File: config.mk
export PLATFORM = sky130hd
export DESIGN_NAME = lbhs_top
export DESIGN_NICKNAME = d
export VERILOG_FILES = /design/src/design/lbhs_pkg.sv /design/src/design/lbhs_sync.sv /design/src/design/lbhs_top.sv
export SDC_FILE = /design/constraint.sdc
export NUM_CORES = 1
export LEC_CHECK = 0
export BUFFER_PORTS_ARGS = -buffer_cell sky130_fd_sc_hd__buf_2
export CAP_MARGIN = 15
export CORE_AREA = 2 2 220 222
export CTS_CLUSTER_SIZE = 20
export DETAILED_ROUTE_END_ITERATION = 7
export DIE_AREA = 0 0 222 224
export SKIP_CTS_REPAIR_TIMING = 1
export SYNTH_ARGS = -nofsm -noshare
export SYNTH_HDL_FRONTEND = slang
export SYNTH_SLANG_ARGS = --single-unit
File: constraint.sdc
create_clock -name ref_clk -period 2.4 [get_ports ref_clk]
set_clock_uncertainty 0.2 [all_clocks]
set_input_delay 0.36 -clock ref_clk [delete_from_list [all_inputs] [get_ports ref_clk]]
set_output_delay 0.36 -clock ref_clk [all_outputs]
set_load 0.02 [all_outputs]
File: src/design/lbhs_pkg.sv
// Purpose: Shared constants and carriers for the local bus hold and select block
// Assumes: One clock, synchronous active-high reset
// Notes:   Select ranges arrive as plain configuration inputs
package lbhs_pkg;

    localparam int LBHS_SYNC_STAGES = 2;
    localparam int LBHS_MID_SELS    = 4;
    localparam int LBHS_PER_SELS    = 7;
    localparam int LBHS_ADDR_W      = 20;
    localparam int LBHS_IO_ADDR_W   = 16;
    localparam int LBHS_RESET_DRIVE = 1;
    localparam logic [1:0] LBHS_LATCH_RST = 2'h0;

    // One address range, inclusive bounds
    typedef struct packed {
        logic [LBHS_ADDR_W-1:0] base;
        logic [LBHS_ADDR_W-1:0] limit;
    } lbhs_range_t;

    // Bus cycle request from the execution side
    typedef struct packed {
        logic                   valid;
        logic                   is_mem;
        logic                   is_write;
        logic [LBHS_ADDR_W-1:0] addr;
    } lbhs_cycle_t;

    // Select range configuration
    typedef struct packed {
        lbhs_range_t                     upper;
        lbhs_range_t                     lower;
        lbhs_range_t [LBHS_MID_SELS-1:0] mid;
        lbhs_range_t [LBHS_PER_SELS-1:0] per;
        logic                            pins_as_addr;
    } lbhs_cfg_t;

endpackage : lbhs_pkg

File: src/design/lbhs_sync.sv
// Purpose: Multi-flop synchroniser for an asynchronous level
// Assumes: Destination clock ref_clk
// Notes:   First stage feeds only the next stage
`timescale 1ns/1ps
module lbhs_sync #(
    parameter int STAGES = 2
) (
    // Clock and reset
    input  wire logic ref_clk,
    input  wire logic sys_rst,
    // Level
    input  wire logic async_in,
    output logic      sync_out
);
    import lbhs_pkg::*;

    typedef struct packed {
        logic [STAGES-1:0] chain;
    } lbhs_sync_state_t;

    lbhs_sync_state_t state_ff;
    lbhs_sync_state_t nxt_state;

    // Shift the level down the chain
    always_comb
    begin
        nxt_state.chain = {state_ff.chain[STAGES-2:0], async_in};
    end

    // Register the chain
    always_ff @(posedge ref_clk)
    begin
        if (sys_rst)
        begin
            state_ff <= '0;
        end
        else
        begin
            state_ff <= nxt_state;
        end
    end

    assign sync_out = state_ff.chain[STAGES-1];

endmodule : lbhs_sync

File: src/design/lbhs_top.sv
// Purpose: Local bus hold handshake, chip selects and transceiver control
// Assumes: cycle_last marks the last bus cycle state; ranges come from config inputs
// Notes:   Two-way outputs use value plus output enable, enable high = driving
// What this block does
// - Grant hold at end of last bus cycle state or an idle state.
// - Float address/data and control outputs in the same clock as the grant.
// - Drop the grant once the synchronised hold request reads low.
// - After release, drive bus and control again in the clock the grant drops.
// - Upper memory select low for memory references in the top region.
// - Lower memory select low for memory references in the bottom region.
// - Four mid memory selects, each low within its part of mid region.
// - Five peripheral selects, each low for I/O access in its range.
// - Memory and peripheral selects always driven, also during hold.
// - Two pins act as selects six and seven or latched address bits one, two.
// - In address mode those pins keep their latched values during hold.
// - Direction low while reading into processor, high while writing.
// - Transceiver enable low during every memory and I/O access.
// - Transceiver enable high whenever direction changes level.
// - In reset drive transceiver enable high from the first clock edge until reset ends.
// - Float transceiver enable throughout a hold.
`timescale 1ns/1ps
module lbhs_top (
    // Clock and reset
    input  wire logic                                      ref_clk,
    input  wire logic                                      sys_rst,
    // Hold handshake
    input  wire logic                                      hold_req,
    output logic                                           hold_grant,
    // Bus cycle from the core
    input  wire lbhs_pkg::lbhs_cycle_t                     cycle_in,
    input  wire logic                                      cycle_last,
    output logic                                           cycle_stall,
    // Select configuration
    input  wire lbhs_pkg::lbhs_cfg_t                       sel_cfg,
    // Bus output enables
    output logic                                           bus_drive_en,
    // Chip selects
    output logic                                           upper_memory_select_n,
    output logic                                           lower_memory_select_n,
    output logic [lbhs_pkg::LBHS_MID_SELS-1:0]             mid_memory_select_n,
    output logic [4:0]                                     peripheral_select_n,
    output logic                                           periph_sel5_or_latched_addr1,
    output logic                                           periph_sel6_or_latched_addr2,
    // Transceiver control
    output logic                                           transceiver_direction,
    output logic                                           transceiver_direction_oe,
    output logic                                           transceiver_enable_n,
    output logic                                           transceiver_enable_n_oe
);
    import lbhs_pkg::*;

    typedef enum logic [3:0] {
        ST_IDLE  = 4'h1,
        ST_XFER  = 4'h2,
        ST_TURN  = 4'h4,
        ST_HOLD  = 4'h8
    } lbhs_st_t;

    typedef struct packed {
        lbhs_st_t                 st;
        logic                     grant;
        logic                     rst_drive;
        logic                     dir;
        logic                     en_n;
        logic                     upper_n;
        logic                     lower_n;
        logic [LBHS_MID_SELS-1:0] mid_n;
        logic [LBHS_PER_SELS-1:0] per_n;
        logic [1:0]               latch_a;
        logic                     write_q;
    } lbhs_state_t;

    lbhs_state_t state_ff;
    lbhs_state_t nxt_state;
    logic        hold_sync;
    logic        hit_upper;
    logic        hit_lower;
    logic [LBHS_MID_SELS-1:0] hit_mid;
    logic [LBHS_PER_SELS-1:0] hit_per;

    // Hold request is asynchronous, so it is synchronised first
    lbhs_sync #(
        .STAGES   (LBHS_SYNC_STAGES)
    ) u_hold_sync (
        .ref_clk  (ref_clk),
        .sys_rst  (sys_rst),
        .async_in (hold_req),
        .sync_out (hold_sync)
    );

    // Range decode for memory selects
    assign hit_upper = cycle_in.valid && cycle_in.is_mem
                       && cycle_in.addr >= sel_cfg.upper.base
                       && cycle_in.addr <= sel_cfg.upper.limit;
    assign hit_lower = cycle_in.valid && cycle_in.is_mem
                       && cycle_in.addr >= sel_cfg.lower.base
                       && cycle_in.addr <= sel_cfg.lower.limit;

    // One decoder per mid and peripheral select
    genvar gi;
    generate
        for (gi = 0; gi < LBHS_MID_SELS; gi++)
        begin : g_mid
            assign hit_mid[gi] = cycle_in.valid && cycle_in.is_mem
                                 && cycle_in.addr >= sel_cfg.mid[gi].base
                                 && cycle_in.addr <= sel_cfg.mid[gi].limit;
        end
        for (gi = 0; gi < LBHS_PER_SELS; gi++)
        begin : g_per
            assign hit_per[gi] = cycle_in.valid && !cycle_in.is_mem
                                 && cycle_in.addr[LBHS_IO_ADDR_W-1:0]
                                    >= sel_cfg.per[gi].base[LBHS_IO_ADDR_W-1:0]
                                 && cycle_in.addr[LBHS_IO_ADDR_W-1:0]
                                    <= sel_cfg.per[gi].limit[LBHS_IO_ADDR_W-1:0];
        end
    endgenerate

    // Next-state logic for the bus sequencer and pin values
    always_comb
    begin
        nxt_state           = state_ff;
        nxt_state.rst_drive = 1'b0;
        unique case (state_ff.st)
            ST_IDLE:
            begin
                if (hold_sync)
                begin
                    // Idle state ends: grant and float together
                    nxt_state.st    = ST_HOLD;
                    nxt_state.grant = 1'b1;
                    nxt_state.en_n  = 1'b1;
                end
                else if (cycle_in.valid)
                begin
                    nxt_state.upper_n = !hit_upper;
                    nxt_state.lower_n = !hit_lower;
                    nxt_state.mid_n   = ~hit_mid;
                    nxt_state.per_n   = ~hit_per;
                    nxt_state.latch_a = cycle_in.addr[2:1];
                    nxt_state.write_q = cycle_in.is_write;
                    if (state_ff.dir != cycle_in.is_write)
                    begin
                        // Turn the transceiver with enable held high
                        nxt_state.st   = ST_TURN;
                        nxt_state.dir  = cycle_in.is_write;
                        nxt_state.en_n = 1'b1;
                    end
                    else
                    begin
                        nxt_state.st   = ST_XFER;
                        nxt_state.en_n = 1'b0;
                    end
                end
            end
            ST_TURN:
            begin
                nxt_state.st   = ST_XFER;
                nxt_state.en_n = 1'b0;
            end
            ST_XFER:
            begin
                if (cycle_last)
                begin
                    nxt_state.en_n    = 1'b1;
                    nxt_state.upper_n = 1'b1;
                    nxt_state.lower_n = 1'b1;
                    nxt_state.mid_n   = '1;
                    nxt_state.per_n   = '1;
                    if (hold_sync)
                    begin
                        // End of the last bus cycle state
                        nxt_state.st    = ST_HOLD;
                        nxt_state.grant = 1'b1;
                    end
                    else
                    begin
                        nxt_state.st = ST_IDLE;
                    end
                end
            end
            ST_HOLD:
            begin
                if (!hold_sync)
                begin
                    nxt_state.st    = ST_IDLE;
                    nxt_state.grant = 1'b0;
                end
            end
            default:
            begin
                nxt_state.st = ST_IDLE;
            end
        endcase
    end

    // Register all state
    always_ff @(posedge ref_clk)
    begin
        if (sys_rst)
        begin
            state_ff           <= '0;
            state_ff.st        <= ST_IDLE;
            state_ff.rst_drive <= 1'(LBHS_RESET_DRIVE);
            state_ff.en_n      <= 1'b1;
            state_ff.upper_n   <= 1'b1;
            state_ff.lower_n   <= 1'b1;
            state_ff.mid_n     <= '1;
            state_ff.per_n     <= '1;
            state_ff.latch_a   <= LBHS_LATCH_RST;
        end
        else
        begin
            state_ff <= nxt_state;
        end
    end

    // Core waits while the bus is held, the transceiver turns or a cycle runs
    assign cycle_stall = (state_ff.st == ST_HOLD) || (state_ff.st == ST_TURN) || (state_ff.st == ST_XFER)
                         || (state_ff.st == ST_IDLE && hold_sync);

    // Bus and control float with the grant, resume when not held
    assign hold_grant   = state_ff.grant;
    assign bus_drive_en = !state_ff.grant && !sys_rst;

    // Selects are always driven; pins 5/6 switch role by config
    assign upper_memory_select_n = state_ff.upper_n;
    assign lower_memory_select_n = state_ff.lower_n;
    assign mid_memory_select_n   = state_ff.mid_n;
    assign peripheral_select_n   = state_ff.per_n[4:0];
    assign periph_sel5_or_latched_addr1 = sel_cfg.pins_as_addr ? state_ff.latch_a[0]
                                                               : state_ff.per_n[5];
    assign periph_sel6_or_latched_addr2 = sel_cfg.pins_as_addr ? state_ff.latch_a[1]
                                                               : state_ff.per_n[6];

    // Transceiver pins float during hold; in reset direction floats and enable is driven high
    assign transceiver_direction    = state_ff.dir;
    assign transceiver_direction_oe = !state_ff.grant && !sys_rst;
    assign transceiver_enable_n     = state_ff.en_n || state_ff.rst_drive;
    assign transceiver_enable_n_oe  = state_ff.rst_drive
                                      || (!state_ff.grant && !sys_rst);

endmodule : lbhs_top

* After elaboration in Yosys (flattened, before gate mapping)
Index checks and enable logic that the tools add are counted.
Word-level totals: register bits 26, bits in latches 0, memory bits (writable) 0, bits in read-only memories 0, input port bits 548, output and inout port bits 20, word-level logic and storage cells 123, memories 0
Cells by class: add/subtract/negate cells 0, multiply operators 0, divide/modulo/power cells 0, magnitude comparators 26, eq/ne operators 10, shifts and indexed selects 0, muxes and demuxes 23, bitwise operators 3, reduce and logical (&&, ||, !) cells 49
Operators by type and width (count):
- greater-or-equal comparator 20 bit | 6
- less-or-equal comparator 20 bit | 6
- greater-or-equal comparator 16 bit | 7
- less-or-equal comparator 16 bit | 7
- logical AND 1 bit | 30
- one-hot mux 13 bit (2 select lines) | 1
- 2-to-1 mux 19 bit | 1
- 2-to-1 mux 18 bit | 1
- 2-to-1 mux 16 bit | 1
- one-hot mux 4 bit (4 select lines) | 1
- 2-to-1 mux 14 bit | 1
- 2-to-1 mux 4 bit | 3
- AND reduction 3 bit | 4
- 2-to-1 mux 5 bit | 2
- 2-to-1 mux 1 bit | 8
- inequality test 2 bit (second input constant) | 4
- AND reduction 4 bit | 2
- NOT 7 bit | 1
- 2-to-1 mux 3 bit | 2
- one-hot mux 1 bit (3 select lines) | 2
- nonzero test 3 bit | 2
- zero test 1 bit | 5
- logical OR 1 bit | 5
- equality test 4 x 1 -> 1 bit (second input constant) | 1
- other kinds (8) | 8

* Logic depth before layout (Yosys ltp)
depth in word-level cells 9, depth in mapped cells 8

* By module
From an unflattened synthesis, not the netlist that was laid out.
Unflattened totals: cell total of the unflattened synthesis 1736, area, all modules 12490.7 µm²
Modules (own cells, without submodules):
- lbhs_top | times used 1, cells an instance 1732, area each 12438.2 µm²
- lbhs_sync | times used 1, cells an instance 4, area each 52.6 µm²

* Worst setup path after synthesis
Ideal clock, no wire load.
kind input-to-reg, from input cycle_in[0] in the netlist's numbering, to register state_ff, in the netlist upper_memory_select_n, library setup time 0.122 ns, data arrival time 2.186 ns, required time 2.078 ns, path slack -0.108 ns, cell stages on the path 8, buffers on the path 0, path through inv_1 > ha_1 > nor2b_4 > o211ai_2 > a211oi_1 > o41a_1 > a2bb2oi_1 > o32a_1
On the way: word-level cells in the longest chain between the ends 7
Ends and longest elaborated chain:
- start, declared | RTL line lbhs_top.sv:30 | input wire lbhs_pkg::lbhs_cycle_t cycle_in,
- greater-or-equal comparator 20 bit | RTL line lbhs_top.sv:93 | && cycle_in.addr >= sel_cfg.upper.base
- logical AND 1 bit | RTL line lbhs_top.sv:93
- logical AND 1 bit * | RTL line lbhs_top.sv:94 | && cycle_in.addr <= sel_cfg.upper.limit;
- zero test 1 bit * | RTL line lbhs_top.sv:135 | nxt_state.upper_n = !hit_upper;
- 2-to-1 mux 18 bit * | RTL line lbhs_top.sv:133 | else if (cycle_in.valid)
- 2-to-1 mux 16 bit * | RTL line lbhs_top.sv:126 | if (hold_sync)
- one-hot mux 13 bit (2 select lines) * | RTL line lbhs_top.sv:123 | unique case (state_ff.st)
- end signal, assigned | RTL line lbhs_top.sv:213 | state_ff <= nxt_state;
- end, declared | RTL line lbhs_top.sv:73 | lbhs_state_t state_ff;
Mark *: on every way between the ends. The rest lies on a longest branch, timed or not. The select of a mux whose other input is x is not followed. A chain may end at the register's enable or synchronous reset.

* Worst setup path after layout
from input cycle_in[10] in the netlist's numbering, to register state_ff[9] in the netlist's numbering
On the way: word-level cells in the longest chain between the ends 7
Ends and longest elaborated chain:
- greater-or-equal comparator 16 bit | RTL line lbhs_top.sv:112 | >= sel_cfg.per[gi].base[LBHS_IO_ADDR_W-1:0]
- logical AND 1 bit | RTL line lbhs_top.sv:111 | && cycle_in.addr[LBHS_IO_ADDR_W-1:0]
- logical AND 1 bit * | RTL line lbhs_top.sv:113 | && cycle_in.addr[LBHS_IO_ADDR_W-1:0]
- NOT 7 bit * | RTL line lbhs_top.sv:138 | nxt_state.per_n = ~hit_per;
- 2-to-1 mux 18 bit * | RTL line lbhs_top.sv:133
- 2-to-1 mux 16 bit * | RTL line lbhs_top.sv:126
- one-hot mux 13 bit (2 select lines) * | RTL line lbhs_top.sv:123
Marks and branches as above.

==> flow_summary.yaml <==
timing:
  max-slew-margin-rel_pct: 70.44
  setup_viol: 0
  rsz0062_at_grt: "false"
  fmax_ghz: 0.4382
  fin_crit_ns: 2.282
  drv_slew: 0
  worst-slew-pin-transition_ns: 0.4428
  post-route-period-util_pct: 95.09
  postLayoutSetupSlackWorst_ns: 0.1178
  finalHoldViolCount: 0
worst_setup_path:
  crit_fanout: 13
  r2r-start: "state_ff[21]$_SDFFE_PP0P_"
  endpoint_kind: "flop"
  cp_data_arrival_time_ns: 2.27
  ff2ff_setup_slack_ns: 0.39
  timing.rr.end: "state_ff[16]$_SDFFE_PP1P_"
  crit_required_ns: 2.38
  start_kind: "primary input"
  r2r_cells: 6
  crit_type: "in2reg"
global_routing:
  antenna_found_initial: 11
  grt_overflow: 0
  grt_usage_pct: 22.03
  grt_pass1_wl_mm: 83.54
  first_global_vias: 15110
  grt_max_degree: 17
yosys:
  synth-main-ff-cell: "dfxtp_1"
  syn_area_per_cell_um2: 7.362
  syn-instance-count: 1687
  synthTopCellsByCount: "ha_1, inv_1, a21oi_1"
  ys_ff_latch: 25
  syn-cell-area_um2: 12420
  yosys_warnings: 0
  syn_nets: 2699
  synth_edf_count: 0
  synth.distinct_cells: 61
  synth.area.top_cells: "ha_1, inv_1, a21oi_1"
  synth_async_sr_flop_share_pct: 0
  yosys.area.top_type_share_pct: 46.75
  seq_area_frac_synth_pct: 4.030
  synth_top_area_cell: "ha_1"
  yosysMostFrequentCell: "ha_1"
placed_design:
  port_buffers: 511
  place_ws_ns: -0.3928
  dp_hpwl_mm: 49.21
  dpl.cell_count: 2919
  place.gp.congestion: 0.9391
min_path:
  min_to: "u_hold_sync.state_ff[0]$_SDFF_PP0_"
  hold_depth: 2
  worstHoldStart: "hold_req"
  holdCritPathClass: "in2reg"
routing:
  route.vias.total: 14320
  firstDrtPassIters: 5
  wl_per_cell_um: 19.00
  viasPerCell: 4.884
  drt_iter0_drc: 715
  drt-total-wl_mm: 55.70
  ant_nets: 0
  wl_met3_mm: 2.984
  met2_length_mm: 27.14
  wl_met1_mm: 23.55
  top_layer: "met5"
  route.detailed.drc: 0
cts:
  cts_tree: "yes"
  h-tree-depth: 1
  root_buffer: "clkbuf_16"
  insertion_delay_ns: 0.30
  cts_num_sinks: 25
  clkTransAtPathRegs_ns: 0.09
  cts_max_path_buffers: 2
  cts_buffers: 3
cells_and_area:
  final_cell_count_no_fill: 2931
  area_growth_pct: 36.46
  drive_gt1_share_pct: 28.68
  final.fill_count: 5014
  fin_nets: 3321
  seq_area_um2: 501.7
  multi_input_area_um2: 10140
pwr:
  cellPowerDensity_nw_per_um2: 250.4
  p_leak_nw: 10.20
  irDropWorstVdd_mv: 0.2569
job:
  drv_cap: 0
die:
  dieWidth_um: 222
  dieHeight_um: 224
  ios: 568
  die_area_um2: 49730
  initial_core_util_pct: 26.23
  core_area_um2: 47350
  num_rows: 80
run_status:
  status: "complete, no violations"
[cells in the final DEF, fill, tap and decap left out, types with 6 or more instances in the layout]
cell       Yosys  final
a2111oi_0      7      6
a211oi_1      41     40
a21boi_0       7      7
a21o_1        26     26
a21oi_1      164    164
a221o_1       10     10
a31oi_1       12     12
a41oi_1        6      6
and4_1         7      7
buf_12         0     20
buf_2          5    505
buf_4         10    103
dfxtp_1       25     24
diode_2        0      8
ha_1         464    464
inv_1        449    448
nand2_1       73     73
nand2b_1      12     12
nand3_1       56     56
nand4_1       77     77
nor2_1        48     48
nor2b_1       13     13
nor3_1        30     30
o211ai_1      13     13
o21ai_0       27     27
o21ai_1       21     21
o32a_1         6      6
or3_1          6      6
[worst max-delay path by stage]
stage / to / from / cells after the start / slack (ns)
6_report: state_ff[9]$_SDFFE_PP1P_ / cycle_in[10] / 8 / 0.12
4_1_cts: state_ff[9]$_SDFFE_PP1P_ / cycle_in[10] / 8 / -0.06
5_1_grt: peripheral_select_n[3]$_SDFFE_PP1P_ / cycle_in[0] / 11 / 0.01
2_1_floorplan: mid_memory_select_n[0]$_SDFFE_PP1P_ / cycle_in[0] / 8 / -0.02
3_3_place_gp: peripheral_select_n[3]$_SDFFE_PP1P_ / cycle_in[10] / 8 / -0.35
3_5_place_dp: state_ff[9]$_SDFFE_PP1P_ / cycle_in[10] / 8 / -0.39
[per-stage QoR]
step / util, % / cell area (um2) / power [mW] / setup TNS, ns / hold WS, ns
2_1_floorplan: - / 12430 / 2.270 / -0.01973 / 0.1877
3_3_place_gp: 35.52 / 16820 / 3.672 / -3.618 / 0.2197
3_5_place_dp: 35.52 / 16820 / 3.774 / -3.929 / 0.2282
4_1_cts: 35.70 / 16900 / 4.311 / -0.06864 / 0.08946
5_1_grt: 35.78 / 16940 / 4.722 / 0 / 0.1005
6_report: 35.80 / 16950 / 4.243 / 0 / 0.09874
[routing by layer]
metal,up-vias,GRT usage [%]
li1,7187,-
met1,6490,26.43
met2,525,40.09
met3,104,2.912
met4,10,7.847
met5,-,0
[flip-flops by register name (all words and copies together), names as in the netlist]
| name | cells |
|---|---|
| hold_grant | 1 |
| lower_memory_select_n | 1 |
| mid_memory_select_n | 4 |
| peripheral_select_n | 5 |
| state_ff | 10 |
| transceiver_direction | 1 |
| u_hold_sync.state_ff | 2 |
| upper_memory_select_n | 1 |
[cells by family after synthesis]
| kind of cell | after synthesis | share of synthesized area (%) |
|---|---|---|
| buf+inv | 466 | 14.44 |
| mux | 5 | 0.4231 |
| simple gates | 354 | 15.20 |
| compound gates | 370 | 18.95 |
| fa+ha+maj | 464 | 46.75 |
| xor+xnor | 3 | 0.2116 |
| flops | 25 | 4.030 |
[critical path, stage by stage]
cell      delay (ns)
clkbuf_4        0.32
buf_4           0.26
ha_1            0.25
and2_1          0.17
a221o_1         0.29
a221o_1         0.35
o21ai_1         0.16
a31oi_1         0.09
[cell type report]
type                       count  share of cell area, %
sequential                    25                  2.961
timing repair buffer         633                  22.06
multi-input combinational   1196                  59.84
tap                          615                  4.540
clock buffer                   3                 0.4430
inverter                     450                  9.989
clock inverter                 1                0.04430
antenna                        8                 0.1181
[power by group]
part           switching, mW  total [mW]  internal [mW]
Sequential             0.105       0.582          0.477
Combinational           1.72        3.18           1.46
Clock                  0.254       0.485          0.231
Total                   2.07        4.24           2.17
No activity file was read; power rests on OpenSTA's default activity.
